[src/inc/drtal_cfg.svh]
// Offsets, field positions, reset values and timing counts of the alarm block.
`ifndef DRTAL_CFG_SVH
`define DRTAL_CFG_SVH

// Widths and channel count.
`define DRTAL_NCH 2
`define DRTAL_RATE_W 20
`define DRTAL_VAL_W 27
`define DRTAL_SEC_W 12
`define DRTAL_CODE_W 16
`define DRTAL_ADDR_W 8

// Timing: clock rate in MHz and the total compare interval in ms.
`define DRTAL_CLK_MHZ 200
`define DRTAL_HALF_SEC_MS 500
`define DRTAL_HALF_SEC_CYC (`DRTAL_HALF_SEC_MS * 1000 * `DRTAL_CLK_MHZ)

// Limits: 3600 s, rate 999999, total 99999999.
`define DRTAL_MAX_SEC 32'h00000E10
`define DRTAL_RATE_SP_MAX 32'h000F423F
`define DRTAL_TOTAL_SP_MAX 32'h05F5E0FF

// Register offsets; channel two sits one stride above channel one.
`define DRTAL_CH_STRIDE 8'h20
`define DRTAL_OFS_CTRL 8'h00
`define DRTAL_OFS_SP 8'h04
`define DRTAL_OFS_HYST 8'h08
`define DRTAL_OFS_DLY 8'h0C
`define DRTAL_OFS_SIL 8'h10
`define DRTAL_OFS_ACC 8'h40
`define DRTAL_OFS_STAT 8'h44

// Control fields.
`define DRTAL_CTRL_EN 0
`define DRTAL_CTRL_SRC 1
`define DRTAL_CTRL_SENSE 2
`define DRTAL_CTRL_NC 3

// Access register fields.
`define DRTAL_ACC_EN 0
`define DRTAL_ACC_CODE_LSB 4

// Status: eight bits per channel.
`define DRTAL_STAT_STRIDE 8
`define DRTAL_STAT_COND 0
`define DRTAL_STAT_ALARM 1
`define DRTAL_STAT_OUT 2
`define DRTAL_STAT_IND 3
`define DRTAL_STAT_ST_LSB 4

// Reset values.
`define DRTAL_RST_EN 1'b0
`define DRTAL_RST_SRC 1'b0
`define DRTAL_RST_SENSE 1'b0
`define DRTAL_RST_NC 1'b0
`define DRTAL_RST_SP 27'h0000000
`define DRTAL_RST_HYST 20'h00000
`define DRTAL_RST_SEC 12'h000
`define DRTAL_RST_ACC_EN 1'b0
`define DRTAL_RST_CODE 16'h0000

`endif

[src/inc/drtal_pkg.sv]
// Types shared by the alarm block modules.
`include "drtal_cfg.svh"
package drtal_pkg;

   typedef enum logic [3:0] {
      ST_IDLE = 4'h1,
      ST_DELAY = 4'h2,
      ST_ACTIVE = 4'h4,
      ST_SILENCE = 4'h8
   } drtal_state_t;

   typedef struct packed {
      logic en;
      logic src;
      logic sense;
      logic nc;
      logic [`DRTAL_VAL_W-1:0] sp;
      logic [`DRTAL_RATE_W-1:0] hyst;
      logic [`DRTAL_SEC_W-1:0] dly;
      logic [`DRTAL_SEC_W-1:0] silence_duration;
   } drtal_ccfg_t;

   typedef struct packed {
      drtal_state_t st;
      logic cond;
      logic [`DRTAL_SEC_W-1:0] cnt;
      logic out;
      logic ind;
   } drtal_cst_t;

   typedef struct packed {
      logic [31:0] cnt;
      logic half;
      logic sec;
      logic flash;
   } drtal_tick_t;

   typedef struct packed {
      drtal_ccfg_t [`DRTAL_NCH-1:0] cfg;
      logic [`DRTAL_VAL_W-1:0] total;
      logic acc_en;
      logic [`DRTAL_CODE_W-1:0] acc_code;
      logic [31:0] rdata;
      logic ack;
   } drtal_top_t;

endpackage

[src/inc/drtal_chan_if.sv]
// Carrier between the register file and one alarm channel.
`timescale 1ns/1ps
`include "drtal_cfg.svh"
interface drtal_chan_if;
   drtal_pkg::drtal_ccfg_t cfg;
   logic [`DRTAL_RATE_W-1:0] rate;
   logic [`DRTAL_VAL_W-1:0] total;
   logic sec_tick;
   logic flash;
   logic accept;
   logic cond;
   logic out;
   logic ind;
   drtal_pkg::drtal_state_t st;

   modport ctl (output cfg, rate, total, sec_tick, flash, accept,
                input cond, out, ind, st);
   modport chan (input cfg, rate, total, sec_tick, flash, accept,
                 output cond, out, ind, st);
endinterface

[src/rtl/drtal_tick.sv]
// Half-second and one-second tick generator with indicator flash phase.
`timescale 1ns/1ps
`include "drtal_cfg.svh"
module drtal_tick #(
   parameter int unsigned HALF_CYC = `DRTAL_HALF_SEC_CYC
) (
   input wire logic core_clk,
   input wire logic rst,
   output logic half_tick,
   output logic sec_tick,
   output logic flash
);
   drtal_pkg::drtal_tick_t s_q;
   drtal_pkg::drtal_tick_t s_d;

   always_comb
   begin
      s_d = s_q;
      s_d.half = 1'b0;
      s_d.sec = 1'b0;
      if (s_q.cnt == 32'(HALF_CYC - 1))
      begin
         s_d.cnt = 32'h00000000;
         s_d.half = 1'b1;
         s_d.flash = ~s_q.flash;
         // Every second half-second closes a full second.
         s_d.sec = s_q.flash;
      end
      else
      begin
         s_d.cnt = s_q.cnt + 32'h00000001;
      end
   end

   always_ff @(posedge core_clk or posedge rst)
   begin
      if (rst)
      begin
         s_q <= '0;
      end
      else
      begin
         s_q <= s_d;
      end
   end

   assign half_tick = s_q.half;
   assign sec_tick = s_q.sec;
   assign flash = s_q.flash;
endmodule

[src/rtl/drtal_chan.sv]
// One alarm channel: compare, hysteresis, delay, silence and output drive.
`timescale 1ns/1ps
`include "drtal_cfg.svh"
module drtal_chan (
   input wire logic core_clk,
   input wire logic rst,
   drtal_chan_if.chan ch
);
   drtal_pkg::drtal_cst_t s_q;
   drtal_pkg::drtal_cst_t s_d;
   logic [`DRTAL_VAL_W:0] val;
   logic [`DRTAL_VAL_W:0] sp;
   logic [`DRTAL_VAL_W:0] hy;
   logic cond;
   logic alarm;

   always_comb
   begin
      val = ch.cfg.src ? {1'b0, ch.total} : (`DRTAL_VAL_W+1)'(ch.rate);
      sp = {1'b0, ch.cfg.sp};
      // Total channels compare without any hysteresis band.
      hy = ch.cfg.src ? '0 : (`DRTAL_VAL_W+1)'(ch.cfg.hyst);
      if (!ch.cfg.sense)
      begin
         // High sense: trip at or above, release below setpoint minus band.
         cond = s_q.cond ? !(val + hy < sp) : (val >= sp);
      end
      else
      begin
         // Low sense mirrors the high sense.
         cond = s_q.cond ? !(val > sp + hy) : (val <= sp);
      end
      s_d = s_q;
      s_d.cond = cond & ch.cfg.en;
      if (!s_d.cond)
      begin
         s_d.st = drtal_pkg::ST_IDLE;
         s_d.cnt = '0;
      end
      else
      begin
         unique case (s_q.st)
            drtal_pkg::ST_IDLE:
            begin
               s_d.cnt = '0;
               s_d.st = (ch.cfg.dly == '0) ? drtal_pkg::ST_ACTIVE : drtal_pkg::ST_DELAY;
            end
            drtal_pkg::ST_DELAY:
            begin
               if (ch.sec_tick)
               begin
                  s_d.cnt = s_q.cnt + 1'b1;
                  if (s_q.cnt + 1'b1 >= ch.cfg.dly)
                  begin
                     s_d.st = drtal_pkg::ST_ACTIVE;
                  end
               end
            end
            drtal_pkg::ST_ACTIVE:
            begin
               if (ch.accept && ch.cfg.silence_duration != '0)
               begin
                  s_d.st = drtal_pkg::ST_SILENCE;
                  s_d.cnt = '0;
               end
            end
            drtal_pkg::ST_SILENCE:
            begin
               if (ch.sec_tick)
               begin
                  s_d.cnt = s_q.cnt + 1'b1;
                  if (s_q.cnt + 1'b1 >= ch.cfg.silence_duration)
                  begin
                     s_d.st = drtal_pkg::ST_ACTIVE;
                  end
               end
            end
            default:
            begin
               s_d.st = drtal_pkg::ST_IDLE;
            end
         endcase
      end
      alarm = (s_d.st == drtal_pkg::ST_ACTIVE);
      // A high output means the switch is closed.
      s_d.out = alarm ^ ch.cfg.nc;
      s_d.ind = alarm | ((s_d.st != drtal_pkg::ST_IDLE) & ch.flash);
   end

   always_ff @(posedge core_clk or posedge rst)
   begin
      if (rst)
      begin
         s_q <= '{st: drtal_pkg::ST_IDLE, default: '0};
      end
      else
      begin
         s_q <= s_d;
      end
   end

   assign ch.cond = s_q.cond;
   assign ch.out = s_q.out;
   assign ch.ind = s_q.ind;
   assign ch.st = s_q.st;
endmodule

[src/rtl/drtal_top.sv]
// Two-channel rate and total alarm block with its register file.
//
// What this block does
// - Two channels, sense, source, polarity each independent.
// - Each channel picks rate or total freely.
// - Total sampled and compared twice per second.
// - Alarm trips when value reaches setpoint.
// - Hysteresis only on rate-source channels.
// - Polarity picks switch state without alarm.
// - Output activates only after programmed delay.
// - Accepted alarm silenced for programmed duration.
// - Indicator flashes in delay or silence.
// - Enable bit gates alarm, keeps parameters.
// - Recalibration clears both enable bits.
// - Source change restores defaults, clears enable.
// - Direct setpoint access behind separate code.
// - Delay zero to 3600 seconds.
// - Nonzero silence makes P an accept.
// - High rate alarm releases below setpoint minus hysteresis.
// - Rate setpoint to 999999, total 99999999.
`timescale 1ns/1ps
`include "drtal_cfg.svh"
module drtal_top #(
   parameter int unsigned HALF_SEC_CYC = `DRTAL_HALF_SEC_CYC
) (
   input wire logic core_clk,
   input wire logic rst,
   input wire logic [`DRTAL_ADDR_W-1:0] reg_addr,
   input wire logic [31:0] reg_wdata,
   input wire logic reg_wr,
   input wire logic reg_rd,
   output logic [31:0] reg_rdata,
   input wire logic [`DRTAL_RATE_W-1:0] rate_value,
   input wire logic [`DRTAL_VAL_W-1:0] total_value,
   input wire logic accept_btn,
   input wire logic recal_pulse,
   input wire logic dsp_sp_wr,
   input wire logic dsp_sp_sel,
   input wire logic [`DRTAL_VAL_W-1:0] dsp_sp_data,
   input wire logic [`DRTAL_CODE_W-1:0] dsp_code,
   output logic dsp_sp_ack,
   output logic [`DRTAL_NCH-1:0] alarm_out,
   output logic [`DRTAL_NCH-1:0] alarm_ind
);

   ////////////////////////////////////////////////////////////////////////////////////////
   // Helpers.

   // Setpoints are held in range for the channel's source.
   function automatic logic [`DRTAL_VAL_W-1:0] sp_clamp(input logic src, input logic [31:0] d);
      logic [31:0] lim;
      lim = src ? `DRTAL_TOTAL_SP_MAX : `DRTAL_RATE_SP_MAX;
      sp_clamp = (d > lim) ? `DRTAL_VAL_W'(lim) : `DRTAL_VAL_W'(d);
   endfunction

   function automatic logic [`DRTAL_SEC_W-1:0] sec_clamp(input logic [31:0] d);
      sec_clamp = (d > `DRTAL_MAX_SEC) ? `DRTAL_SEC_W'(`DRTAL_MAX_SEC) : `DRTAL_SEC_W'(d);
   endfunction

   localparam drtal_pkg::drtal_ccfg_t CFG_RST = '{
      en: `DRTAL_RST_EN,
      src: `DRTAL_RST_SRC,
      sense: `DRTAL_RST_SENSE,
      nc: `DRTAL_RST_NC,
      sp: `DRTAL_RST_SP,
      hyst: `DRTAL_RST_HYST,
      dly: `DRTAL_RST_SEC,
      silence_duration: `DRTAL_RST_SEC
   };

   ////////////////////////////////////////////////////////////////////////////////////////
   // Ticks and channels.

   logic half_tick;
   logic sec_tick;
   logic flash;

   drtal_tick #(
      .HALF_CYC(HALF_SEC_CYC)
   ) u_tick (
      .core_clk(core_clk),
      .rst(rst),
      .half_tick(half_tick),
      .sec_tick(sec_tick),
      .flash(flash)
   );

   drtal_pkg::drtal_top_t s_q;
   drtal_pkg::drtal_top_t s_d;

   drtal_chan_if chif[`DRTAL_NCH]();

   logic [`DRTAL_NCH-1:0] ch_cond;
   logic [`DRTAL_NCH-1:0] ch_out;
   logic [`DRTAL_NCH-1:0] ch_ind;
   drtal_pkg::drtal_state_t [`DRTAL_NCH-1:0] ch_st;

   for (genvar g = 0; g < `DRTAL_NCH; g++)
   begin : g_ch
      assign chif[g].cfg = s_q.cfg[g];
      assign chif[g].rate = rate_value;
      assign chif[g].total = s_q.total;
      assign chif[g].sec_tick = sec_tick;
      assign chif[g].flash = flash;
      assign chif[g].accept = accept_btn;
      assign ch_cond[g] = chif[g].cond;
      assign ch_out[g] = chif[g].out;
      assign ch_ind[g] = chif[g].ind;
      assign ch_st[g] = chif[g].st;

      drtal_chan u_chan (
         .core_clk(core_clk),
         .rst(rst),
         .ch(chif[g].chan)
      );
   end

   ////////////////////////////////////////////////////////////////////////////////////////
   // Register file, direct access and total sampling.

   logic code_ok;
   logic [`DRTAL_ADDR_W-1:0] cb;
   logic [31:0] stat;

   always_comb
   begin
      s_d = s_q;
      s_d.rdata = 32'h00000000;
      s_d.ack = 1'b0;
      cb = '0;
      stat = 32'h00000000;

      // The total is only refreshed on the half-second tick.
      if (half_tick)
      begin
         s_d.total = total_value;
      end

      // Operator setpoint path; a code of zero means no code is asked for.
      code_ok = (s_q.acc_code == '0) || (dsp_code == s_q.acc_code);
      if (dsp_sp_wr && s_q.acc_en && code_ok)
      begin
         s_d.cfg[dsp_sp_sel].sp = sp_clamp(s_q.cfg[dsp_sp_sel].src,
                                           32'(dsp_sp_data));
         s_d.ack = 1'b1;
      end

      // Bus writes come after the operator path, so software wins a tie.
      if (reg_wr)
      begin
         for (int i = 0; i < `DRTAL_NCH; i++)
         begin
            cb = `DRTAL_ADDR_W'(i * `DRTAL_CH_STRIDE);
            if (reg_addr == cb + `DRTAL_OFS_CTRL)
            begin
               if (reg_wdata[`DRTAL_CTRL_SRC] != s_q.cfg[i].src)
               begin
                  s_d.cfg[i] = CFG_RST;
                  s_d.cfg[i].src = reg_wdata[`DRTAL_CTRL_SRC];
               end
               else
               begin
                  s_d.cfg[i].en = reg_wdata[`DRTAL_CTRL_EN];
                  s_d.cfg[i].sense = reg_wdata[`DRTAL_CTRL_SENSE];
                  s_d.cfg[i].nc = reg_wdata[`DRTAL_CTRL_NC];
               end
            end
            if (reg_addr == cb + `DRTAL_OFS_SP)
            begin
               s_d.cfg[i].sp = sp_clamp(s_q.cfg[i].src, reg_wdata);
            end
            if (reg_addr == cb + `DRTAL_OFS_HYST && !s_q.cfg[i].src)
            begin
               s_d.cfg[i].hyst = reg_wdata[`DRTAL_RATE_W-1:0];
            end
            if (reg_addr == cb + `DRTAL_OFS_DLY)
            begin
               s_d.cfg[i].dly = sec_clamp(reg_wdata);
            end
            if (reg_addr == cb + `DRTAL_OFS_SIL)
            begin
               s_d.cfg[i].silence_duration = sec_clamp(reg_wdata);
            end
         end
         if (reg_addr == `DRTAL_OFS_ACC)
         begin
            s_d.acc_en = reg_wdata[`DRTAL_ACC_EN];
            s_d.acc_code = reg_wdata[`DRTAL_ACC_CODE_LSB +: `DRTAL_CODE_W];
         end
      end

      // Recalibration overrides any enable written in the same cycle.
      if (recal_pulse)
      begin
         for (int i = 0; i < `DRTAL_NCH; i++)
         begin
            s_d.cfg[i].en = 1'b0;
         end
      end

      for (int i = 0; i < `DRTAL_NCH; i++)
      begin
         stat[i*`DRTAL_STAT_STRIDE + `DRTAL_STAT_COND] = ch_cond[i];
         stat[i*`DRTAL_STAT_STRIDE + `DRTAL_STAT_ALARM] = (ch_st[i] == drtal_pkg::ST_ACTIVE);
         stat[i*`DRTAL_STAT_STRIDE + `DRTAL_STAT_OUT] = ch_out[i];
         stat[i*`DRTAL_STAT_STRIDE + `DRTAL_STAT_IND] = ch_ind[i];
         stat[i*`DRTAL_STAT_STRIDE + `DRTAL_STAT_ST_LSB +: 4] = ch_st[i];
      end

      // Reads answer in the next cycle; unmapped offsets read zero.
      if (reg_rd)
      begin
         for (int i = 0; i < `DRTAL_NCH; i++)
         begin
            cb = `DRTAL_ADDR_W'(i * `DRTAL_CH_STRIDE);
            if (reg_addr == cb + `DRTAL_OFS_CTRL)
            begin
               s_d.rdata[`DRTAL_CTRL_EN] = s_q.cfg[i].en;
               s_d.rdata[`DRTAL_CTRL_SRC] = s_q.cfg[i].src;
               s_d.rdata[`DRTAL_CTRL_SENSE] = s_q.cfg[i].sense;
               s_d.rdata[`DRTAL_CTRL_NC] = s_q.cfg[i].nc;
            end
            if (reg_addr == cb + `DRTAL_OFS_SP)
            begin
               s_d.rdata = 32'(s_q.cfg[i].sp);
            end
            if (reg_addr == cb + `DRTAL_OFS_HYST)
            begin
               s_d.rdata = s_q.cfg[i].src ? 32'h00000000 : 32'(s_q.cfg[i].hyst);
            end
            if (reg_addr == cb + `DRTAL_OFS_DLY)
            begin
               s_d.rdata = 32'(s_q.cfg[i].dly);
            end
            if (reg_addr == cb + `DRTAL_OFS_SIL)
            begin
               s_d.rdata = 32'(s_q.cfg[i].silence_duration);
            end
         end
         if (reg_addr == `DRTAL_OFS_ACC)
         begin
            s_d.rdata[`DRTAL_ACC_EN] = s_q.acc_en;
            s_d.rdata[`DRTAL_ACC_CODE_LSB +: `DRTAL_CODE_W] = s_q.acc_code;
         end
         if (reg_addr == `DRTAL_OFS_STAT)
         begin
            s_d.rdata = stat;
         end
      end
   end

   always_ff @(posedge core_clk or posedge rst)
   begin
      if (rst)
      begin
         s_q.cfg <= {`DRTAL_NCH{CFG_RST}};
         s_q.total <= `DRTAL_RST_SP;
         s_q.acc_en <= `DRTAL_RST_ACC_EN;
         s_q.acc_code <= `DRTAL_RST_CODE;
         s_q.rdata <= 32'h00000000;
         s_q.ack <= 1'b0;
      end
      else
      begin
         s_q <= s_d;
      end
   end

   ////////////////////////////////////////////////////////////////////////////////////////
   // Outputs.

   assign reg_rdata = s_q.rdata;
   assign dsp_sp_ack = s_q.ack;
   assign alarm_out = ch_out;
   assign alarm_ind = ch_ind;

endmodule

[config.mk]
export PLATFORM = sky130hd
export DESIGN_NAME = drtal_top
export DESIGN_NICKNAME = d
export VERILOG_FILES = /design/src/inc/drtal_pkg.sv /design/src/inc/drtal_chan_if.sv /design/src/rtl/drtal_tick.sv /design/src/rtl/drtal_chan.sv /design/src/rtl/drtal_top.sv
export VERILOG_INCLUDE_DIRS = /design/src /design/src/inc
export SDC_FILE = /design/constraint.sdc
export NUM_CORES = 1
export LEC_CHECK = 0
export ABC_CLOCK_PERIOD_IN_PS = 15280
export BUFFER_PORTS_ARGS = -buffer_cell sky130_fd_sc_hd__clkbuf_2
export CAP_MARGIN = 10
export CELL_PAD_IN_SITES_DETAIL_PLACEMENT = 1
export CELL_PAD_IN_SITES_GLOBAL_PLACEMENT = 2
export CORE_ASPECT_RATIO = 2
export CORE_MARGIN = 2
export CORE_UTILIZATION = 42
export CTS_BUF_LIST = sky130_fd_sc_hd__clkbuf_8
export CTS_CLUSTER_DIAMETER = 150
export DETAILED_ROUTE_END_ITERATION = 10
export PLACE_DENSITY_LB_ADDON = 0.1
export RECOVER_POWER = 50
export SETUP_SLACK_MARGIN = 0.5
export SLEW_MARGIN = 20
export SYNTH_ARGS = -nofsm -noshare
export SYNTH_HDL_FRONTEND = slang
export SYNTH_SLANG_ARGS = --single-unit
[constraint.sdc]
create_clock -name core_clk -period 15.28 [get_ports core_clk]
set_input_delay 1.528 -clock core_clk [delete_from_list [all_inputs] [get_ports core_clk]]
set_output_delay 1.528 -clock core_clk [all_outputs]
set_load 0.005 [all_outputs]
==> impl_metrics.json <==
{
  "initial_core_util": 0.424,
  "grt_start_max_net_pins": 115,
  "detail_route.wl_per_cell_um": 30.4,
  "most_frequent_cp_cell": "sky130_fd_sc_hd__clkbuf_1",
  "rr_endpoint": "g_ch[1].u_chan.ch.st[1]",
  "design_area_mm2": 0.0284,
  "ctsResizeCount": 0,
  "routed_wl_um": 120000,
  "hold_start": "u_tick.s_q[34]",
  "antenna_found_initial": 5,
  "setup_violations": 0,
  "ys_warn_count": 0,
  "cts_max_path_buffers": 3,
  "layout-area-overhead-vs-synth_pct": 8.65,
  "clock-skew-final_ns": 0.0308,
  "avgSynthCellArea_um2": 8.53,
  "tritoncts.num_buffers": 49,
  "path_cells": "clkbuf_1 -> clkinvlp_2 -> clkbuf_1",
  "timing.setup.tns_ns": 0,
  "max_freq_mhz": 129,
  "finalMaxSlewViolations": 273,
  "report.final.hold_viol_count": 0,
  "ys_top_cells_by_area": "sky130_fd_sc_hd__dfrtp_1, sky130_fd_sc_hd__ha_1, sky130_fd_sc_hd__nand2_1",
  "nets": 3575,
  "post_route_cells_drive_above_1_share": 0.127,
  "placementRows": 129,
  "vias_in_the_first_global_route": 27100,
  "pwr_density_cell_mw_per_mm2": 81.7,
  "setup_repair_after_global_routing_missed_its_margin": "no",
  "num_io_pins": 175,
  "final_util": 0.461,
  "synth.yosys.seq_area_share": 0.282,
  "htree_num_levels": 2,
  "critPathLaunch": "rst",
  "die_area_mm2": 0.0644,
  "die_h_um": 357,
  "global_route_overflow": 0,
  "fin_crit_sh": 0.506,
  "path_delay_family": "buffers and inverters",
  "r2r_start": "chif[1].cfg[73]",
  "synth_top_area_frac": 0.280,
  "drt_first_iter_violations": 1283,
  "worst_pin_slew_ns": 5.55,
  "outcome": "complete, but fails checks",
  "timing.critical_path.arrival_ns": 7.67,
  "fin_worst_hold_slack_ns": 0.480,
  "setup.worst_path.class": "in2async",
  "ff2ff_setup_slack_ns": 7.99,
  "tritoncts": "built",
  "critPathCaptureType": "asynchronous set/reset pin",
  "violations": "capacitance limit, slew limit",
  "cts.sinks": 295,
  "worst_setup_hold_path_clk_slew_ns": 0.07,
  "drtPass1Iterations": 6,
  "wire_length_of_the_first_global_routing_pass_um": 176000,
  "post_synth_inst_count": 3067,
  "critical_path_buf_inv_count": 3,
  "start_kind": "input pin",
  "drt.antenna.violating_nets": 0,
  "crit_required_ns": 15.23,
  "root_buffer": "sky130_fd_sc_hd__clkbuf_8",
  "post_synth_num_cell_types": 105,
  "synthesized_flop_and_latch_total": 295,
  "synth_largest_area_cell": "sky130_fd_sc_hd__dfrtp_1",
  "drt_drc_violations_left": 0,
  "vias": 25100,
  "yosysMostFrequentCell": "sky130_fd_sc_hd__ha_1",
  "timing.hold.worst_endpoint": "u_tick.s_q[34]",
  "post_synth_edffs": 0,
  "yosys_most_used_dff": "sky130_fd_sc_hd__dfrtp_1",
  "finalCriticalPeriod_ns": 7.72,
  "power_leakage_uw": 0.0133,
  "critPathMaxFanout": 114,
  "insertion_delay_ns": 0.71,
  "hold_path_class": "reg2reg",
  "cap_violations": 4,
  "die_width_um": 180,
  "worst_ir_drop_vdd_mv": 0.0745,
  "netlist_area_mm2": 0.0262,
  "cts_hold_repair.buffers": 0,
  "place_congestion": 1.04,
  "worstHoldPathCells": 1,
  "io_buffers": 169,
  "dpl-instance-area_mm2": 0.0274,
  "post_drt_via_cell_ratio": 6.34,
  "post_cts_buffers": 0,
  "crit_slowest_cell": "sky130_fd_sc_hd__clkinvlp_2",
  "tot_gr_track_use": 0.371,
  "dp_hpwl_um": 97700,
  "timing.max_slew.rel_slack": -2.72,
  "area_of_the_core_mm2": 0.0617,
  "cpPeakStageDelay_ns": 3.05,
  "postSynth.asyncResetShare": 1.00,
  "rr_worst_depth": 27,
  "synth.cells.most_frequent": "sky130_fd_sc_hd__ha_1, sky130_fd_sc_hd__dfrtp_1, sky130_fd_sc_hd__nand2_1"
}
## state kept, by name, indices dropped and copies added, names as in the netlist
name,flops
u_tick.half_tick,1
g_ch.u_chan.ch.cond,2
u_tick.s_q,32
reg_rdata,27
chif.cfg,150
u_tick.sec_tick,1
dsp_sp_ack,1
chif.total,27
g_ch.u_chan.ch.ind,2
u_tick.flash,1
s_q,17
g_ch.u_chan.s_q,24
g_ch.u_chan.ch.out,2
g_ch.u_chan.ch.st,8
## through the flow
step           total power (µW)  std cells  worst slack (ns)
6_report                   2320       3963              7.56
5_1_grt                    2420       3961              6.37
3_5_place_dp               1520       3870              7.69
2_1_floorplan              1260       3071              5.61
3_3_place_gp               1500       3870              7.83
4_1_cts                    2330       3958              8.04
## worst max path at each step
stage          depth (start not counted)                      to  slack (ns)
2_1_floorplan                          1          chif[0].cfg[0]        5.61
3_3_place_gp                          25   g_ch[1].u_chan.ch.ind        7.83
3_5_place_dp                          25  g_ch[1].u_chan.s_q[13]        7.69
4_1_cts                               27   g_ch[1].u_chan.ch.ind        8.04
5_1_grt                                3         chif[1].cfg[22]        6.37
6_report                               3         chif[1].cfg[10]        7.56
## cell type report
type / count / area [µm²]
Antenna cell: 5 / 12.5
Fill cell: 7416 / 33200
Tap cell: 786 / 983
Inverter: 144 / 542
Clock inverter: 31 / 282
Timing Repair Buffer: 202 / 1050
Sequential cell: 295 / 7390
Clock buffer: 57 / 785
Multi-Input combinational cell: 2443 / 17400
## placed cells by master (no fill, tap or decap), types with 35 or more instances in the layout
cell and count:
sky130_fd_sc_hd__a21o_1 86, sky130_fd_sc_hd__a21oi_1 165, sky130_fd_sc_hd__a22oi_1 38, sky130_fd_sc_hd__clkbuf_2 149
sky130_fd_sc_hd__clkbuf_8 57, sky130_fd_sc_hd__dfrtp_1 291, sky130_fd_sc_hd__ha_1 302, sky130_fd_sc_hd__inv_1 155
sky130_fd_sc_hd__mux2_2 81, sky130_fd_sc_hd__mux2i_1 36, sky130_fd_sc_hd__nand2_1 291, sky130_fd_sc_hd__nand3_1 99
sky130_fd_sc_hd__nand4_1 53, sky130_fd_sc_hd__nor2_1 216, sky130_fd_sc_hd__nor2b_1 72, sky130_fd_sc_hd__nor3_1 35
sky130_fd_sc_hd__nor4_1 42, sky130_fd_sc_hd__o21ai_0 217, sky130_fd_sc_hd__xnor2_1 114, sky130_fd_sc_hd__xor2_1 80
## cell families after synthesis
logic type | synth area share
AND/OR/NAND/NOR | 0.180
AO/OA/AOI/OAI | 0.218
buffers and inverters | 0.0555
adder cells (fa/ha/maj) | 0.149
flip-flops | 0.282
XOR/XNOR | 0.0656
multiplexers | 0.0487
other | 0.000143
## report_power, final
group	leakage, µW	switching, µW	total [µW]	internal, µW
Clock	0.000578	390	802	412
Sequential	0.00405	118	934	817
Combinational	0.00870	370	586	217
## metal layers
| layer | vias up | share of wire | GRT usage | wire [µm] |
|---|---|---|---|---|
| met5 | - | 0 | 0 | 0 |
| met3 | 455 | 0.044 | 0.0493 | 5260 |
| li1 | 11300 | - | - | - |
| met4 | 0 | 0.13 | 0.390 | 15300 |
| met1 | 12400 | 0.32 | 0.347 | 38900 |
| met2 | 946 | 0.51 | 0.671 | 61000 |
(Power assumes the default switching activity.)
